<file path="src/aux_relay_regs.vh">
`ifndef AUX_RELAY_REGS_VH
`define AUX_RELAY_REGS_VH

// register byte offsets
`define OFS_STATUS        8'h00
`define OFS_TRIP9         8'h04
`define OFS_TRIP10        8'h08
`define OFS_TRIP11        8'h0C
`define OFS_BAND9         8'h10
`define OFS_BAND10        8'h14
`define OFS_BAND11        8'h18

// status word fields
`define ST_ENERGIZED_LO   0
`define ST_CHANGED_LO     4
`define ST_SENSOR_BIT     8
`define ST_SYS_LO         12
`define ST_VOLTS_LO       16

// battery system selection
`define SYS_12V           2'h0
`define SYS_24V           2'h1
`define SYS_48V           2'h2

// trip ranges, 0.1 V units
`define TRIP_MIN_12       10'h032
`define TRIP_MAX_12       10'h0B0
`define TRIP_MIN_24       10'h064
`define TRIP_MAX_24       10'h163
`define TRIP_MIN_48       10'h0C8
`define TRIP_MAX_48       10'h2C6

// release band range, raw steps (0.1 V, or 0.2 V on 48 V)
`define BAND_MIN          8'h01
`define BAND_MAX          8'h80

// trip defaults, 0.1 V units
`define TRIP9_DEF_12      10'h091
`define TRIP9_DEF_24      10'h122
`define TRIP9_DEF_48      10'h244
`define TRIP10_DEF_12     10'h094
`define TRIP10_DEF_24     10'h127
`define TRIP10_DEF_48     10'h24E
`define TRIP11_DEF_12     10'h096
`define TRIP11_DEF_24     10'h12C
`define TRIP11_DEF_48     10'h258

// release band defaults, raw steps
`define BAND_DEF_12       8'h0A
`define BAND_DEF_24       8'h14
`define BAND_DEF_48       8'h14

// delays
`define CLK_FREQ_KHZ      200000
`define CLOSE_DELAY_MS    2000
`define OPEN_DELAY_MS     100

`endif

</file>
<file path="src/volt_comp.v">
`timescale 1ns/1ps
module volt_comp (
    // clock and reset
    input  wire        clk_i,
    input  wire        rst_i,
    // measurement
    input  wire [9:0]  batt_volts_i,
    input  wire        sensor_present_i,
    input  wire [7:0]  temp_offset_i,
    // result
    output wire [9:0]  comp_volts_o
);

    reg  [9:0]  comp_q;
    reg  [9:0]  comp_d;
    wire [11:0] sum;

    // offset is two's complement, 0.1 V units
    assign sum = {2'h0, batt_volts_i} + {{4{temp_offset_i[7]}}, temp_offset_i};

    always @* begin
        comp_d = batt_volts_i;
        if (sensor_present_i) begin
            if (sum[11])
                comp_d = 10'h000;
            else if (sum[10])
                comp_d = 10'h3FF;
            else
                comp_d = sum[9:0];
        end
    end

    always @(posedge clk_i) begin
        if (rst_i)
            comp_q <= 10'h000;
        else
            comp_q <= comp_d;
    end

    assign comp_volts_o = comp_q;

endmodule

</file>
<file path="src/relay_channel.v">
`timescale 1ns/1ps
`include "aux_relay_regs.vh"
module relay_channel #(
    parameter integer CLOSE_CYCLES = `CLOSE_DELAY_MS * `CLK_FREQ_KHZ,
    parameter integer OPEN_CYCLES  = `OPEN_DELAY_MS * `CLK_FREQ_KHZ
) (
    // clock and reset
    input  wire        clk_i,
    input  wire        rst_i,
    // comparison inputs, 0.1 V units
    input  wire [9:0]  volts_i,
    input  wire [9:0]  trip_i,
    input  wire [9:0]  band_i,
    // relay state
    output wire        energized_o
);

    localparam [31:0] CLOSE_LIM = CLOSE_CYCLES - 1;
    localparam [31:0] OPEN_LIM  = OPEN_CYCLES - 1;

    reg         on_q;
    reg         on_d;
    reg  [31:0] cnt_q;
    reg  [31:0] cnt_d;
    wire        above;
    wire        below;
    wire        go;
    wire [31:0] lim;

    assign above = volts_i > trip_i;
    // widened so volts plus band cannot wrap past 10 bits
    assign below = ({1'b0, volts_i} + {1'b0, band_i}) < {1'b0, trip_i};
    assign go    = on_q ? below : above;
    assign lim   = on_q ? OPEN_LIM : CLOSE_LIM;

    always @* begin
        on_d  = on_q;
        cnt_d = 32'h0000_0000;
        if (go) begin
            if (cnt_q >= lim)
                on_d = ~on_q;
            else
                cnt_d = cnt_q + 32'h0000_0001;
        end
    end

    always @(posedge clk_i) begin
        if (rst_i) begin
            on_q  <= 1'b0;
            cnt_q <= 32'h0000_0000;
        end else begin
            on_q  <= on_d;
            cnt_q <= cnt_d;
        end
    end

    assign energized_o = on_q;

endmodule

</file>
<file path="src/aux_relay_ctrl.v">
`timescale 1ns/1ps
`include "aux_relay_regs.vh"
module aux_relay_ctrl #(
    parameter [1:0]   SYS_SEL      = `SYS_12V,
    parameter integer CLOSE_CYCLES = `CLOSE_DELAY_MS * `CLK_FREQ_KHZ,
    parameter integer OPEN_CYCLES  = `OPEN_DELAY_MS * `CLK_FREQ_KHZ
) (
    // clock and reset
    input  wire        clk_i,
    input  wire        rst_i,
    // wishbone slave
    input  wire        cyc_i,
    input  wire        stb_i,
    input  wire        we_i,
    input  wire [7:0]  adr_i,
    input  wire [3:0]  sel_i,
    input  wire [31:0] dat_i,
    output wire [31:0] dat_o,
    output wire        ack_o,
    // battery measurement
    input  wire [9:0]  batt_volts_i,
    input  wire        battery_temp_sensor_i,
    input  wire [7:0]  temp_offset_i,
    // relay coil drives, bit 0 is channel 9
    output wire [2:0]  relay_coil_o
);

    localparam [9:0] TRIP_MIN =
        (SYS_SEL == `SYS_48V) ? `TRIP_MIN_48 :
        (SYS_SEL == `SYS_24V) ? `TRIP_MIN_24 : `TRIP_MIN_12;
    localparam [9:0] TRIP_MAX =
        (SYS_SEL == `SYS_48V) ? `TRIP_MAX_48 :
        (SYS_SEL == `SYS_24V) ? `TRIP_MAX_24 : `TRIP_MAX_12;
    localparam [9:0] TRIP9_DEF =
        (SYS_SEL == `SYS_48V) ? `TRIP9_DEF_48 :
        (SYS_SEL == `SYS_24V) ? `TRIP9_DEF_24 : `TRIP9_DEF_12;
    localparam [9:0] TRIP10_DEF =
        (SYS_SEL == `SYS_48V) ? `TRIP10_DEF_48 :
        (SYS_SEL == `SYS_24V) ? `TRIP10_DEF_24 : `TRIP10_DEF_12;
    localparam [9:0] TRIP11_DEF =
        (SYS_SEL == `SYS_48V) ? `TRIP11_DEF_48 :
        (SYS_SEL == `SYS_24V) ? `TRIP11_DEF_24 : `TRIP11_DEF_12;
    localparam [7:0] BAND_DEF =
        (SYS_SEL == `SYS_48V) ? `BAND_DEF_48 :
        (SYS_SEL == `SYS_24V) ? `BAND_DEF_24 : `BAND_DEF_12;
    localparam       BAND_X2 = (SYS_SEL == `SYS_48V);

    // bus handshake
    reg         ack_q;
    reg  [31:0] dat_q;
    reg  [31:0] rd_d;
    wire        req;
    wire        wr;

    // settings
    reg  [9:0]  trip9_q;
    reg  [9:0]  trip10_q;
    reg  [9:0]  trip11_q;
    reg  [7:0]  band9_q;
    reg  [7:0]  band10_q;
    reg  [7:0]  band11_q;
    reg  [9:0]  trip_new;
    reg  [7:0]  band_new;
    reg         trip_ok;
    reg         band_ok;

    // status
    reg  [2:0]  changed_q;
    reg  [2:0]  changed_d;
    reg  [2:0]  coil_prev_q;
    wire [2:0]  coil;
    wire [9:0]  comp_volts;
    wire [9:0]  band9_eff;
    wire [9:0]  band10_eff;
    wire [9:0]  band11_eff;

    assign req = cyc_i & stb_i & ~ack_q;
    assign wr  = req & we_i;

    // byte-lane merge of a write onto the addressed setting
    always @* begin
        trip_new = trip9_q;
        band_new = band9_q;
        if (adr_i == `OFS_TRIP10)
            trip_new = trip10_q;
        else if (adr_i == `OFS_TRIP11)
            trip_new = trip11_q;
        if (adr_i == `OFS_BAND10)
            band_new = band10_q;
        else if (adr_i == `OFS_BAND11)
            band_new = band11_q;
        if (sel_i[0]) begin
            trip_new[7:0] = dat_i[7:0];
            band_new      = dat_i[7:0];
        end
        if (sel_i[1])
            trip_new[9:8] = dat_i[9:8];
        // out-of-range writes are dropped, keeping the last legal value
        trip_ok = (trip_new >= TRIP_MIN) && (trip_new <= TRIP_MAX);
        band_ok = (band_new >= `BAND_MIN) && (band_new <= `BAND_MAX);
    end

    // settings registers
    always @(posedge clk_i) begin
        if (rst_i) begin
            trip9_q  <= TRIP9_DEF;
            trip10_q <= TRIP10_DEF;
            trip11_q <= TRIP11_DEF;
            band9_q  <= BAND_DEF;
            band10_q <= BAND_DEF;
            band11_q <= BAND_DEF;
        end else if (wr) begin
            if (adr_i == `OFS_TRIP9) begin
                if (trip_ok)
                    trip9_q <= trip_new;
            end else if (adr_i == `OFS_TRIP10) begin
                if (trip_ok)
                    trip10_q <= trip_new;
            end else if (adr_i == `OFS_TRIP11) begin
                if (trip_ok)
                    trip11_q <= trip_new;
            end else if (adr_i == `OFS_BAND9) begin
                if (band_ok)
                    band9_q <= band_new;
            end else if (adr_i == `OFS_BAND10) begin
                if (band_ok)
                    band10_q <= band_new;
            end else if (adr_i == `OFS_BAND11) begin
                if (band_ok)
                    band11_q <= band_new;
            end
        end
    end

    // read mux, unmapped offsets read as zero
    always @* begin
        rd_d = 32'h0000_0000;
        if (adr_i == `OFS_STATUS) begin
            rd_d[`ST_ENERGIZED_LO +: 3] = coil;
            rd_d[`ST_CHANGED_LO +: 3]   = changed_q;
            rd_d[`ST_SENSOR_BIT]        = battery_temp_sensor_i;
            rd_d[`ST_SYS_LO +: 2]       = SYS_SEL;
            rd_d[`ST_VOLTS_LO +: 10]    = comp_volts;
        end else if (adr_i == `OFS_TRIP9) begin
            rd_d[9:0] = trip9_q;
        end else if (adr_i == `OFS_TRIP10) begin
            rd_d[9:0] = trip10_q;
        end else if (adr_i == `OFS_TRIP11) begin
            rd_d[9:0] = trip11_q;
        end else if (adr_i == `OFS_BAND9) begin
            rd_d[7:0] = band9_q;
        end else if (adr_i == `OFS_BAND10) begin
            rd_d[7:0] = band10_q;
        end else if (adr_i == `OFS_BAND11) begin
            rd_d[7:0] = band11_q;
        end
    end

    always @(posedge clk_i) begin
        if (rst_i) begin
            ack_q <= 1'b0;
            dat_q <= 32'h0000_0000;
        end else begin
            ack_q <= req;
            if (req)
                dat_q <= rd_d;
        end
    end

    // sticky change flags, write one to clear; a new change wins over the clear
    always @* begin
        changed_d = changed_q;
        if (wr && adr_i == `OFS_STATUS && sel_i[0])
            changed_d = changed_q & ~dat_i[`ST_CHANGED_LO +: 3];
        changed_d = changed_d | (coil ^ coil_prev_q);
    end

    always @(posedge clk_i) begin
        if (rst_i) begin
            changed_q   <= 3'h0;
            coil_prev_q <= 3'h0;
        end else begin
            changed_q   <= changed_d;
            coil_prev_q <= coil;
        end
    end

    // compensated voltage shared by all channels
    volt_comp u_comp (
        .clk_i            (clk_i),
        .rst_i            (rst_i),
        .batt_volts_i     (batt_volts_i),
        .sensor_present_i (battery_temp_sensor_i),
        .temp_offset_i    (temp_offset_i),
        .comp_volts_o     (comp_volts)
    );

    // 48 V bands count 0.2 V steps, so double them into 0.1 V counts
    assign band9_eff  = BAND_X2 ? {1'b0, band9_q, 1'b0}  : {2'h0, band9_q};
    assign band10_eff = BAND_X2 ? {1'b0, band10_q, 1'b0} : {2'h0, band10_q};
    assign band11_eff = BAND_X2 ? {1'b0, band11_q, 1'b0} : {2'h0, band11_q};

    // no inverter-on input exists, so nothing can halt a channel
    relay_channel #(
        .CLOSE_CYCLES (CLOSE_CYCLES),
        .OPEN_CYCLES  (OPEN_CYCLES)
    ) u_ch9 (
        .clk_i       (clk_i),
        .rst_i       (rst_i),
        .volts_i     (comp_volts),
        .trip_i      (trip9_q),
        .band_i      (band9_eff),
        .energized_o (coil[0])
    );

    relay_channel #(
        .CLOSE_CYCLES (CLOSE_CYCLES),
        .OPEN_CYCLES  (OPEN_CYCLES)
    ) u_ch10 (
        .clk_i       (clk_i),
        .rst_i       (rst_i),
        .volts_i     (comp_volts),
        .trip_i      (trip10_q),
        .band_i      (band10_eff),
        .energized_o (coil[1])
    );

    relay_channel #(
        .CLOSE_CYCLES (CLOSE_CYCLES),
        .OPEN_CYCLES  (OPEN_CYCLES)
    ) u_ch11 (
        .clk_i       (clk_i),
        .rst_i       (rst_i),
        .volts_i     (comp_volts),
        .trip_i      (trip11_q),
        .band_i      (band11_eff),
        .energized_o (coil[2])
    );

    // coil high ties the open contact to common, low the closed one
    assign relay_coil_o = coil;
    assign ack_o        = ack_q;
    assign dat_o        = dat_q;

endmodule

</file>
<file path="config.mk">
export PLATFORM = sky130hd
export DESIGN_NAME = aux_relay_ctrl
export DESIGN_NICKNAME = d
export VERILOG_FILES = /design/src/volt_comp.v /design/src/relay_channel.v /design/src/aux_relay_ctrl.v
export VERILOG_INCLUDE_DIRS = /design/src
export SDC_FILE = /design/constraint.sdc
export NUM_CORES = 1
export LEC_CHECK = 0
export BUFFER_PORTS_ARGS = -buffer_cell sky130_fd_sc_hd__buf_2
export CELL_PAD_IN_SITES_DETAIL_PLACEMENT = 2
export CELL_PAD_IN_SITES_GLOBAL_PLACEMENT = 2
export CORE_UTILIZATION = 37
export CTS_CLUSTER_DIAMETER = 50
export DETAILED_ROUTE_END_ITERATION = 12
export PLACE_DENSITY_LB_ADDON = 0.1
export SETUP_SLACK_MARGIN = 0.4
export SLEW_MARGIN = 10
export SYNTH_ARGS = -nofsm -noshare
export SYNTH_HDL_FRONTEND = slang
export SYNTH_SLANG_ARGS = --single-unit
</file>
<file path="constraint.sdc">
create_clock -name clk_i -period 3.95 [get_ports clk_i]
set_input_delay 0.1975 -clock clk_i [delete_from_list [all_inputs] [get_ports clk_i]]
set_output_delay 0.1975 -clock clk_i [all_outputs]
set_load 0.1 [all_outputs]
</file>
### After elaboration in Yosys (flattened, before gate mapping)

Index checks and enable logic that the tools add are counted.

* add/sub/neg operators: 7
* $lt $le $gt $ge: 13
* eq/ne operators: 6
* multiplexer cells: 31
* bitwise logic cells: 19
* reductions and logical operators: 17

Operators by type and width (number)
* adder 32 x 1 -> 32 bit, second input constant: 3
* greater-or-equal comparator 32 bit: 3
* 2-to-1 mux 29 bit: 3
* 2-to-1 mux 10 bit: 8
* 2-to-1 mux 8 bit: 8
* adder 10 x 8 -> 11 bit: 3
* less-than comparator 11 x 10 -> 1 bit: 3
* > comparator 10 bit: 3
* equality test 8 x 5 -> 1 bit, second input constant: 3
* equality test 8 x 4 -> 1 bit, second input constant: 2
* adder 11 x 8 -> 12 bit: 1
* inverter 1 bit: 12
* greater-or-equal comparator 10 x 6 -> 1 bit, second input constant: 1
* <= comparator 10 x 8 -> 1 bit, second input constant: 1
* 2-to-1 mux 3 bit: 3
* OR reduction 3 bit: 3
* equality test 8 x 3 -> 1 bit, second input constant: 1
* greater-or-equal comparator 8 x 1 -> 1 bit, second input constant: 1
* <= comparator 8 bit, second input constant: 1
* zero test 8 bit: 1
* AND reduction 8 bit: 1
* 2-to-1 mux 1 bit: 7
* AND reduction 7 bit: 1
* AND reduction 2 bit: 3
* other kinds (11): 17

* register bits: 190
* bits of input ports: 68
* output and inout bits: 36

### Longest topological paths before layout

Gate-level depths: netlist (run 1).

* depth after elaboration: 8
* depth in mapped cells: 16
* depth with buffers taken out: 15

### Hierarchy

Synthesis (run 1) repeated with hierarchy kept, for this count alone.

* cell total of the unflattened synthesis: 1504
* area, all modules: 13397.8 µm²

By module, submodules not included
* relay_channel at u_ch10 ...: times used 2, cells each 296, area each 2593.7 µm²
* aux_relay_ctrl: times used 1, cells each 514, area each 4576.9 µm²
* relay_channel at u_ch11: times used 1, cells each 289, area each 2746.4 µm²
* volt_comp: times used 1, cells each 109, area each 887.1 µm²

### Worst setup path after synthesis (run 1)

Ideal clock, no wire load.

* kind: register to register
* from: reg u_comp.comp_q[1] (netlist: u_comp.comp_volts_o[1])
* to: reg u_ch9.cnt_q[10]
* setup time: 0.065 ns
* data arrival time: 3.478 ns
* required time: 3.885 ns
* slack: 0.407 ns
* cell stages (with the launch flop): 17
* period minus slack after synthesis: 3.543 ns
* cells stage by stage: dfxtp_1 ha_1 a21o_1 a21oi_1 nor2b_1 o21ai_0 nor2b_1 xnor2_1 ha_1 a21o_1 a2111oi_0 o21ai_0 o2111ai_1 a32oi_1 or3_1 clkbuf_1 nor2_1

* word-level cells in the longest chain between the ends: 5

RTL lines
* start, declared: line volt_comp.v:14 `reg [9:0] comp_q;`
* start signal, assigned: line volt_comp.v:37 `comp_q <= comp_d;`
* adder 10 x 8 -> 11 bit: line relay_channel.v:32 `assign below = ({1'b0, volts_i} + {1'b0, band_i}) < {1'b0, trip_i};`
* less-than comparator 11 x 10 -> 1 bit: line relay_channel.v:32
* 2-to-1 mux 1 bit (*): line relay_channel.v:33 `assign go = on_q ? below : above;`
* inverter 1 bit (no line) (*)
* OR reduction 3 bit (no line) (*)
* end signal, assigned: line relay_channel.v:53 `cnt_q <= cnt_d;`
* end, declared: line relay_channel.v:23 `reg [31:0] cnt_q;`

Every way passes the cells marked *; elsewhere a longest branch is shown, timed or not.
A chain may end at the register's enable or synchronous reset.

### Final worst setup path (run 1)

* from: reg u_comp.comp_q[0] (netlist: u_comp.comp_volts_o[0])
* to: reg u_ch9.cnt_q[2]

Same word-level chain as after synthesis.

==> metrics.txt, run 1 <==
Routability Congestion 0.857; Setup Skew 0.0176 ns; GR Util met1 34.3%; initial cell density of the core 37.5%; CTS tree built; Mean Syn Cell Area 8.51 um2; RSZ-0062 raised after global routing yes; n_diodes 0; Core Util, Final 45.0%; Num Clock Sinks 190; post-DP HPWL 34300 um; PortBufs 67; relative slew slack 39.6%; DRT iter0 DRCs 580; vias in the first global route 12224; CTS clk-pin slew, worst paths 0.08 ns; antenna violations before repair 0; Switching Fraction 32.6%; fin nets 1789; DR vias/cell 5.72; count of different cell masters after synthesis 83; via count 11669; routing usage on met3 3.66%; crit end category flip-flop; Mapped Cells 1476; first-pass GRT wire length 69900 um; sequential fraction of the synthesis area 30.3%; GR Overflow Total 0; clock buffer depth 2; critical path, cell by cell ha_4 -> fa_2 -> a21o_1 -> a211oi_2 -> o21bai_1 -> xor2_1 -> ha_1 -> buf_6 -> a2111oi_4 -> o21ai_1 -> o2111ai_2 -> a32oi_2 -> or3_4 -> buf_12 -> nor2_1; Max VDD drop 0.315 mV; filler cell count 3685; Hold Crit Class input port to flip-flop; Core ar. 33400 um2; clock network power share 37.1%; Final period util 92.9%; drt pass-1 iters 7; sequential share of power 39.0%; total negative slack 0 ns; Skew-Pair Late Insertion Delay 0.46 ns; Fin. Hold Viols 0; CP max stage delay 0.42 ns; Netlist Area Pre-Place 12600 um2; Die X 186 um; Detail Route Antenna Nets 0; P_int 0.00345 W; WS Path Type flip-flop to flip-flop; Synth warnings 0; DIE HEIGHT 186 um; sw power 0.00167 W; Post-Place Cells 1984; fin crit period 3.67 ns; fraction of layout cells with a size suffix above 1 18.5%; final setup fails 0; dominant synthesized flop cell dfxtp_1; Tightest Pin Transition 0.897 ns; synthesis-to-layout area growth 20.0%; IO Count 104; largest net degree at the start of global routing 73; PD cells 340 nW/um2; Num CTS Buffers 17; gr usage total 26.5%; commonest non-fill, non-tap cell in the layout dfxtp_1; Final Non-Filler Cells 2040; pre-CTS WS 0.00355 ns; number of enable flip-flop cells after synthesis 0; crit start category flip-flop; post-route DRC violation count 0; Comb pwr share 23.9%; Total Routed Length 47100 um; f_max 0.272 GHz; Die Area 34700 um2; root buffer cell clkbuf_16; Final WS setup 0.279 ns; max-slew violations 0; commonest cells after routing, fill and taps aside 185 x dfxtp_1, 132 x ha_1, 119 x nand2_1, 111 x nor2_1, 74 x a21oi_1; std cell rows 67; outcome complete, no violations; grt met2 use 45.6%; number of synthesized register bits 190; fraction of registers with async set/reset 0%; Max H-tree Level 4; slowest CP cell or3_4; critical path arrival 4.06 ns; Max Cap Viol 0; Worst Path Required 4.34 ns; Leakage 6.06 nW; CP max FO 16; Fin Hold WS 0.0247 ns; WL per Instance 23.1 um; global route hottest layer met2
[sequential cells by signal, summed over array words and instances (netlist names)]
register and flops:
u_ch10.cnt_q 32, dat_o 20, band10_q 8, trip10_q 10
u_ch9.cnt_q 32, trip9_q 10, coil_prev_q 3, ack_o 1
u_ch11.energized_o 1, changed_q 3, band11_q 8, trip11_q 10
u_ch11.cnt_q 32, u_ch10.energized_o 1, u_comp.comp_volts_o 10, u_ch9.energized_o 1
band9_q 8
[what timing repair did]
item,in CTS,in global routing
setup endpoints to repair,93,93
hold endpoints to repair,1,0
setup buffers,7,10
gates resized for setup,40,107
gates cloned,0,7
hold buffers,1,0
pin swaps,15,60
[power by group through the flow]
| stage | clock network [W] | logic [W] | registers, W |
|---|---|---|---|
| floorplan | 0 | 0.000628 | 0.00208 |
| global placement | 0 | 0.000934 | 0.00204 |
| detailed placement | 0 | 0.000973 | 0.00204 |
| CTS | 0.00194 | 0.00102 | 0.00200 |
| global route | 0.00200 | 0.00131 | 0.00200 |
| finish | 0.00190 | 0.00122 | 0.00200 |
[critical path: cells and delay by family, from the launching register on]
kind	cells	cell delay, ns
adder cells (fa/ha/maj)	3	0.85
AND/OR/NAND/NOR	2	0.53
flip-flops	1	0.36
buffers and inverters	2	0.32
XOR/XNOR	1	0.16
AO/OA/AOI/OAI	7	1.39
[synthesized netlist by cell type, types with 15 or more instances]
| library cell | instances | share of area (%) |
|---|---|---|
| a211oi_1 | 20 | 1.2 |
| xnor2_1 | 53 | 3.7 |
| mux2i_1 | 37 | 2.9 |
| o21ai_0 | 52 | 2.1 |
| nand2_1 | 119 | 3.6 |
| ha_1 | 137 | 14 |
| nand4_1 | 27 | 1.3 |
| nor3_1 | 87 | 3.5 |
| buf_4 | 15 | 0.90 |
| nand3_1 | 62 | 2.5 |
| a31oi_1 | 16 | 0.80 |
| inv_1 | 54 | 1.6 |
| nor2_1 | 125 | 3.7 |
| dfxtp_1 | 190 | 30 |
| and3_1 | 21 | 1.0 |
| o211ai_1 | 15 | 0.90 |
| xor2_1 | 65 | 4.5 |
| clkbuf_1 | 40 | 1.2 |
| nor4_1 | 15 | 0.75 |
| a21oi_1 | 82 | 3.3 |
| a21o_1 | 25 | 1.5 |
| nor2b_1 | 24 | 1.2 |
[area by class of cell]
type	count	area, um2	share of cell area, %
multi-input cells	1180	8840	58.7
clock buffers	18	429	2.85
inverters	55	206	1.37
clock inverters	13	189	1.25
well taps	448	561	3.72
repair buffers	136	1020	6.79
flip-flops and latches	190	3820	25.3
[through the flow]
| stage | cell area, um2 | total power, W |
|---|---|---|
| 3_3_place_gp | 13500 | 0.00298 |
| 4_1_cts | 14400 | 0.00496 |
| 2_1_floorplan | 12600 | 0.00271 |
| 5_1_grt | 15100 | 0.00531 |
| 6_report | 15100 | 0.00512 |
| 3_5_place_dp | 13500 | 0.00302 |
[cell families (layout without fill, tap and decap cells)]
logic type | after synthesis | count (layout) | synth area share, %
AOI/OAI and AO/OA | 293 | 293 | 15.6
xor gates and xnor gates | 118 | 118 | 8.23
adders and majority gates | 141 | 141 | 14.3
buffers and inverters | 123 | 222 | 4.34
DFF | 190 | 190 | 30.3
muxes | 50 | 50 | 4.38
other | 1 | 18 | 0.0299
and+or+nand+nor | 560 | 560 | 22.8
[per-layer routing]
metal,vias to the layer above,share of wire (%)
met4,0,2.4
met3,54,3.4
met5,-,0
li1,5532,-
met1,5876,45
met2,207,49
[worst paths after layout]
check                                       startpoint  slack [ns]                      to  cells past startpoint
worst max register to register  u_comp.comp_volts_o[0]        0.28          u_ch9.cnt_q[2]                     15
worst min register to register               dat_o[17]        0.46               dat_o[17]                      2
worst min-delay path                   batt_volts_i[9]        0.02  u_comp.comp_volts_o[9]                      3
worst max-delay path            u_comp.comp_volts_o[0]        0.28          u_ch9.cnt_q[2]                     15
No activity file was read; power rests on OpenSTA's default activity.
==> run 2: changes to the inputs <==
--- a/config.mk
+++ b/config.mk
@@ -9,7 +9,7 @@
 export BUFFER_PORTS_ARGS = -buffer_cell sky130_fd_sc_hd__buf_2
 export CELL_PAD_IN_SITES_DETAIL_PLACEMENT = 2
 export CELL_PAD_IN_SITES_GLOBAL_PLACEMENT = 2
-export CORE_UTILIZATION = 37
+export CORE_UTILIZATION = 38
 export CTS_CLUSTER_DIAMETER = 50
 export DETAILED_ROUTE_END_ITERATION = 12
 export PLACE_DENSITY_LB_ADDON = 0.1
@@ -17,4 +17,5 @@
 export SLEW_MARGIN = 10
 export SYNTH_ARGS = -nofsm -noshare
 export SYNTH_HDL_FRONTEND = slang
+export SYNTH_HIERARCHICAL = 1
 export SYNTH_SLANG_ARGS = --single-unit
==> run 2 against run 1 <==
Synthesized cell count increased by 1.9%. Clock power fell by 3%. Die area increased by 3.8%. Register-to-register slack better by 0.24 ns. Global-route usage decreased by 1.5 points.
==> metrics.txt, run 2 <==
outcome complete, no violations (unchanged); post-DP HPWL 33200 um (was 34300 um); f_max 0.291 GHz (was 0.272 GHz); initial cell density of the core 38.7% (was 37.5%); Num CTS Buffers 17 (unchanged); DRT iter0 DRCs 531 (was 580); area of the multi-input gates 9150 um2 (was 8840 um2); IO Count 104 (unchanged); clock buffer depth 2 (unchanged); Core ar. 34600 um2 (was 33400 um2); max-slew violations 0 (unchanged); gr usage total 25.0% (was 26.5%); root buffer cell clkbuf_16 (unchanged); fin crit period 3.43 ns (was 3.67 ns); slowest CP cell or3_4 (unchanged); count of different cell masters after synthesis 97 (was 83); CTS tree built (unchanged); filler cell count 3825 (was 3685); dominant synthesized flop cell dfxtp_1 (unchanged); number of enable flip-flop cells after synthesis 0 (unchanged); post-route DRC violation count 0 (unchanged); number of synthesized register bits 190 (unchanged); Num Clock Sinks 190 (unchanged); CP max stage delay 0.41 ns (was 0.42 ns); fin nets 1812 (was 1789); Tightest Pin Transition 1.06 ns (was 0.897 ns); Netlist Area Pre-Place 13400 um2 (was 12600 um2); largest registers u_ch10/cnt_q: 32 flops, u_ch11/cnt_q: 32 flops, u_ch9/cnt_q: 32 flops (was u_ch10.cnt_q: 32 flops, u_ch11.cnt_q: 32 flops, u_ch9.cnt_q: 32 flops); Total Routed Length 44800 um (was 47100 um); top post-synthesis cells by area dfxtp_1 28%, ha_1 13%, mux2i_1 4.3% (was dfxtp_1 30%, ha_1 14%, xor2_1 4.5%); Max Cap Viol 0 (unchanged); Worst Path Required 4.27 ns (was 4.34 ns); GR Overflow Total 0 (unchanged); Mean Syn Cell Area 8.91 um2 (was 8.51 um2); Leakage 6.15 nW (was 6.06 nW); fraction of registers with async set/reset 0% (unchanged); Die Area 36000 um2 (was 34700 um2); final setup fails 0 (unchanged); std cell rows 68 (was 67); Mapped Cells 1504 (was 1476); Synth top area share 28.4% (was 30.3%); total negative slack 0 ns (unchanged); crit end category flip-flop (unchanged); flop2flop setup slack 0.52 ns (was 0.28 ns); antenna violations before repair 0 (unchanged); cell taking the most area after synthesis dfxtp_1 (unchanged); Setup Skew 0.0216 ns (was 0.0176 ns); CP max FO 11 (was 16); Core Util, Final 44.0% (was 45.0%); PortBufs 67 (unchanged); DR vias/cell 5.75 (was 5.72); Max H-tree Level 4 (unchanged); fraction of layout cells with a size suffix above 1 17.6% (was 18.5%); largest net degree at the start of global routing 40 (was 73); Final period util 86.9% (was 92.9%); register area 3820 um2 (about the same); Die X 190 um (was 186 um); Fin Hold WS 0.0215 ns (was 0.0247 ns); top post-synthesis cells by count 190 x dfxtp_1, 143 x ha_1, 116 x nand2_1 (was 190 x dfxtp_1, 137 x ha_1, 125 x nor2_1); drt pass-1 iters 5 (was 7); critical path, cell by cell buf_4 -> ha_1 -> or3_4 -> or2_2 -> a41o_1 -> a21oi_2 -> xnor2_1 -> ha_1 -> o21ai_2 -> or3_4 -> a31oi_4 -> bufbuf_16 -> nor3_2 (was ha_4 -> fa_2 -> a21o_1 -> a211oi_2 -> o21bai_1 -> xor2_1 -> ha_1 -> buf_6 -> a2111oi_4 -> o21ai_1 -> o2111ai_2 -> a32oi_2 -> or3_4 -> buf_12 -> nor2_1); Hold Crit Class input port to flip-flop (unchanged); RSZ-0062 raised after global routing yes (unchanged); commonest non-fill, non-tap cell in the layout dfxtp_1 (unchanged); sequential fraction of the synthesis area 28.4% (was 30.3%); vias in the first global route 12631 (was 12224); Skew-Pair Late Insertion Delay 0.46 ns (about the same); Max VDD drop 0.306 mV (was 0.315 mV); CTS clk-pin slew, worst paths 0.08 ns (about the same); first-pass GRT wire length 70300 um (was 69900 um); commonest cells after routing, fill and taps aside 183 x dfxtp_1, 142 x ha_1, 116 x nand2_1, 102 x nor2_1, 76 x nor3_1 (was 185 x dfxtp_1, 132 x ha_1, 119 x nand2_1, 111 x nor2_1, 74 x a21oi_1); Final WS setup 0.518 ns (was 0.279 ns); DIE HEIGHT 190 um (was 186 um); Detail Route Antenna Nets 0 (unchanged); CP top delay family simple AND/OR/NAND/NOR gates (was compound AO/OA/AOI/OAI gates); top-count cell post-synth dfxtp_1 (unchanged); synthesis-to-layout area growth 13.8% (was 20.0%); via count 11882 (was 11669); pre-CTS WS 0.157 ns (was 0.00355 ns); crit start category flip-flop (unchanged); crit path buf inv count 2 (unchanged); critical path arrival 3.75 ns (was 4.06 ns); relative slew slack 28.5% (was 39.6%); WS Path Type flip-flop to flip-flop (unchanged); Routability Congestion 0.848 (was 0.857); WL per Instance 21.7 um (was 23.1 um); Fin. Hold Viols 0 (unchanged); Post-Place Cells 2014 (was 1984); PD cells 329 nW/um2 (was 340 nW/um2); Synth warnings 6 (was 0); Final Non-Filler Cells 2066 (was 2040)
run 2: cells by family after synthesis:
| logic type | Yosys count | synth area share [%] |
|---|---|---|
| other | 4 | 0.112 |
| flip-flops | 190 | 28.4 |
| AND/OR/NAND/NOR | 597 | 25.7 |
| multiplexers | 65 | 5.20 |
| adder cells (fa/ha/maj) | 147 | 14.0 |
| buffers and inverters | 128 | 5.15 |
| AO/OA/AOI/OAI | 254 | 13.7 |
| XOR/XNOR | 119 | 7.78 |
run 2: power by group:
part           switching, W  total (W)  leakage, nW  internal (W)
logic              0.000726    0.00117         4.31      0.000443
registers         0.0000623    0.00201         1.54       0.00195
clock network      0.000915    0.00184        0.295      0.000926
run 2: tightest hold or removal path, cell delays in order:
cell	delay [ns]
buf_2	0.13
nand2_1	0.06
o21ai_1	0.05
run 2: what timing repair did:
item,CTS,global route
setup buffers,3,5
gates resized for setup,15,28
pin swaps,3,15
hold buffers,8,0
gates cloned,1,2
hold endpoints to repair,8,0
setup endpoints to repair,91,91
run 2: layout make-up:
| type | count | share of cell area [%] |
|---|---|---|
| Multi-Input combinational cell | 1206 | 60.0 |
| Sequential cell | 190 | 25.1 |
| Timing Repair Buffer | 125 | 5.79 |
| Tap cell | 455 | 3.73 |
| Clock buffer | 18 | 2.88 |
| Inverter | 57 | 1.40 |
| Clock inverter | 14 | 1.12 |
| Antenna cell | 1 | 0.0164 |
run 2: path summary, 6_finish.rpt:
kind / startpoint / cells after the start / end
max: u_comp/comp_volts_o[4] / 13 / u_ch11/cnt_q[20]
min: batt_volts_i[1] / 3 / u_comp/comp_volts_o[1]
max reg2reg: u_comp/comp_volts_o[4] / 13 / u_ch11/cnt_q[20]
min reg2reg: dat_o[7] / 2 / dat_o[7]
run 2: per-stage QoR:
step	area [um2]	power, W
5_1_grt	15200	0.00524
3_5_place_dp	14200	0.00309
6_report	15200	0.00502
3_3_place_gp	14200	0.00305
4_1_cts	15000	0.00500
2_1_floorplan	13500	0.00279
run 2: metal layers:
metal | GRT usage [%] | vias up | wire, um | share of wire, %
li1 | - | 5682 | - | -
met1 | 32.3 | 6011 | 20700 | 46
met2 | 43.1 | 144 | 21900 | 49
met3 | 3.52 | 45 | 1270 | 2.8
met4 | 6.95 | 0 | 929 | 2.1
met5 | 0 | - | 0 | 0
==> run 3: changes to the inputs <==
--- a/config.mk
+++ b/config.mk
@@ -9,7 +9,7 @@
 export BUFFER_PORTS_ARGS = -buffer_cell sky130_fd_sc_hd__buf_2
 export CELL_PAD_IN_SITES_DETAIL_PLACEMENT = 2
 export CELL_PAD_IN_SITES_GLOBAL_PLACEMENT = 2
-export CORE_UTILIZATION = 38
+export CORE_UTILIZATION = 35
 export CTS_CLUSTER_DIAMETER = 50
 export DETAILED_ROUTE_END_ITERATION = 12
 export PLACE_DENSITY_LB_ADDON = 0.1
==> constraint.sdc (replaced) <==
create_clock -name clk_i -period 2.8 [get_ports clk_i]
set_input_delay 0.14 -clock clk_i [delete_from_list [all_inputs] [get_ports clk_i]]
set_output_delay 0.14 -clock clk_i [all_outputs]
set_load 0.1 [all_outputs]
==> run 3 against run 2 <==
The flow now finishes with violations (setup timing). Global-route usage is 0.64 points higher. First-iteration DRC count is 15% lower. Cell count is 11% higher. Register-to-register slack worse by 1.0 ns. Sequential cell count stayed put. Core utilization is 2.4 points higher. Largest power group unchanged. Design area is 15% higher. Sequential share of layout area is 3.1 points lower. Power is 50% higher. Combinational power is 77% higher.
==> metrics.txt, run 3 (synthesis gave the netlist of run 2 again) <==
outcome finished, violations left (was complete, no violations); failing checks setup timing; commonest cells after routing, fill and taps aside 176 x buf_4, 174 x dfxtp_1, 137 x ha_1, 116 x nand2_1, 102 x nor2_1 (was 183 x dfxtp_1, 142 x ha_1, 116 x nand2_1, 102 x nor2_1, 76 x nor3_1); PortBufs 67 (unchanged); clock network power share 35.1% (was 36.7%); Post-Place Cells 2207 (was 2014); largest net degree at the start of global routing 58 (was 40); Num CTS Buffers 17 (unchanged); IO Count 104 (unchanged); commonest non-fill, non-tap cell in the layout buf_4 (was dfxtp_1); Crit Reg-Reg Startpoint u_comp/comp_volts_o[3] (was u_comp/comp_volts_o[4]); DRT iter0 DRCs 454 (was 531); GR Overflow Total 0 (unchanged); max-slew violations 0 (unchanged); std cell rows 71 (was 68); via count 12608 (was 11882); Core ar. 37700 um2 (was 34600 um2); Setup crit end u_ch11/cnt_q[4] (was u_ch11/cnt_q[20]); Final Non-Filler Cells 2283 (was 2066); fin nets 1974 (was 1812); Die X 198 um (was 190 um); DR vias/cell 5.52 (was 5.75); crit path from u_comp/comp_volts_o[3] (was u_comp/comp_volts_o[4]); Worst Path Required 3.21 ns (was 4.27 ns); critical path arrival 3.69 ns (was 3.75 ns); DIE HEIGHT 198 um (was 190 um); synthesis-to-layout area growth 30.5% (was 13.8%); fin crit period 3.28 ns (was 3.43 ns); sw power 0.00270 W (was 0.00170 W); Max VDD drop 0.350 mV (was 0.306 mV); filler cell count 4087 (was 3825); Die Area 39100 um2 (was 36000 um2); Leakage 7.23 nW (was 6.15 nW); Detail Route Antenna Nets 0 (unchanged); Hold Crit Class input port to flip-flop (unchanged); Routability Congestion 0.890 (was 0.848); overall power 0.00753 W (was 0.00502 W); post-route DRC violation count 0 (unchanged); CTS clk-pin slew, worst paths 0.09 ns (was 0.08 ns); Crit Reg-Reg Endpoint u_ch11/cnt_q[4] (was u_ch11/cnt_q[20]); Tightest Pin Transition 0.732 ns (was 1.06 ns); P_int 0.00484 W (was 0.00332 W); crit end category flip-flop (unchanged); largest registers u_ch10/cnt_q: 32 flops, u_ch11/cnt_q: 32 flops, u_ch9/cnt_q: 32 flops (unchanged); antenna violations before repair 0 (unchanged); root buffer cell clkbuf_16 (unchanged); RSZ-0062 raised after global routing yes (unchanged); Core Util, Final 46.4% (was 44.0%); Fin. Hold Viols 0 (unchanged); Final period util 117% (was 86.9%); Num Clock Sinks 190 (unchanged); relative slew slack 51.2% (was 28.5%); Max Cap Viol 0 (unchanged); Fin Hold WS 0.0674 ns (was 0.0215 ns); PD cells 431 nW/um2 (was 329 nW/um2); cell count of the worst reg-to-reg path 15 (was 13); vias in the first global route 13584 (was 12631); n_diodes 0 (was 1); drt pass-1 iters 4 (was 5); gr usage total 25.6% (was 25.0%); Setup Skew 0.0188 ns (was 0.0216 ns); WL per Instance 21.9 um (was 21.7 um); initial cell density of the core 35.6% (was 38.7%); Comb pwr share 27.4% (was 23.3%); Final WS setup -0.478 ns (was 0.518 ns); Max H-tree Level 4 (unchanged); crit start category flip-flop (unchanged); fraction of layout cells with a size suffix above 1 30.0% (was 17.6%); flop2flop setup slack -0.48 ns (was 0.52 ns); Total Routed Length 49900 um (was 44800 um); sequential share of power 37.4% (was 40.0%); post-DP HPWL 36700 um (was 33200 um); CP max FO 8 (was 11); Switching Fraction 35.8% (was 33.9%); final setup fails 95 (was 0); first-pass GRT wire length 76500 um (was 70300 um); CTS tree built (unchanged); f_max 0.305 GHz (was 0.291 GHz); clock buffer depth 2 (unchanged); WS Path Type flip-flop to flip-flop (unchanged); Skew-Pair Late Insertion Delay 0.49 ns (was 0.46 ns)
==> run 3: power groups by stage <==
| stage | Clock (W) | Combinational, W | Sequential [W] |
|---|---|---|---|
| 4_1_cts | 0.00272 | 0.00191 | 0.00282 |
| 2_1_floorplan | 0 | 0.00104 | 0.00296 |
| 6_report | 0.00265 | 0.00207 | 0.00282 |
| 5_1_grt | 0.00284 | 0.00222 | 0.00283 |
| 3_5_place_dp | 0 | 0.00170 | 0.00289 |
| 3_3_place_gp | 0 | 0.00164 | 0.00288 |
==> run 3: layout make-up <==
| type | count | area (um2) | area share, % |
|---|---|---|---|
| Inverter | 57 | 214 | 1.22 |
| Clock inverter | 15 | 211 | 1.21 |
| Sequential cell | 190 | 3840 | 22.0 |
| Clock buffer | 17 | 425 | 2.43 |
| Tap cell | 511 | 639 | 3.66 |
| Timing Repair Buffer | 287 | 2320 | 13.3 |
| Multi-Input combinational cell | 1206 | 9830 | 56.2 |
==> run 3: stage by stage <==
stage,setup WS [ns],area (um2),TNS [ns]
floorplan,-0.148,13700,-10.20
global placement,-0.337,15600,-23.13
detailed placement,-0.429,15600,-35.33
CTS,-0.427,16900,-33.66
global route,-0.617,17500,-49.09
finish,-0.478,17500,-35.63
==> run 3: worst min-delay path by stage <==
stage	cells after the start	end	slack, ns	startpoint
2_1_floorplan	1	u_ch11/energized_o	0.20	rst_i
5_1_grt	4	u_comp/comp_volts_o[0]	0.06	temp_offset_i[0]
6_report	4	u_comp/comp_volts_o[0]	0.07	temp_offset_i[0]
3_5_place_dp	3	u_comp/comp_volts_o[3]	0.39	batt_volts_i[3]
4_1_cts	4	u_comp/comp_volts_o[0]	0.05	temp_offset_i[0]
3_3_place_gp	3	u_comp/comp_volts_o[2]	0.38	batt_volts_i[2]
==> run 3: layer usage <==
metal	wire, um	track usage (%)	up-vias
li1	-	-	6019
met3	1250	3.86	51
met1	22300	31.8	6394
met4	830	6.63	0
met2	25500	45.8	144
met5	0	0	-
==> run 3: repair_timing <==
item | 4_1_cts | 5_1_grt
setup endpoints to repair | 143 | 134
cloned | 3 | 2
endpoints found under the hold margin | 9 | 0
gates resized for setup | 56 | 95
setup buffers | 17 | 13
hold buffers | 9 | 0
pin swaps | 17 | 39
==> run 3: critical path: stages (launching register included) <==
cell,delay (ns)
dfxtp_1,0.41
buf_4,0.18
ha_1,0.35
inv_1,0.09
o21ai_0,0.26
nand3_1,0.14
xnor2_1,0.21
ha_1,0.26
o21a_1,0.20
o21ai_2,0.14
a31oi_1,0.07
nor3_2,0.28
a31oi_4,0.14
buf_6,0.16
buf_12,0.14
nor3_2,0.17
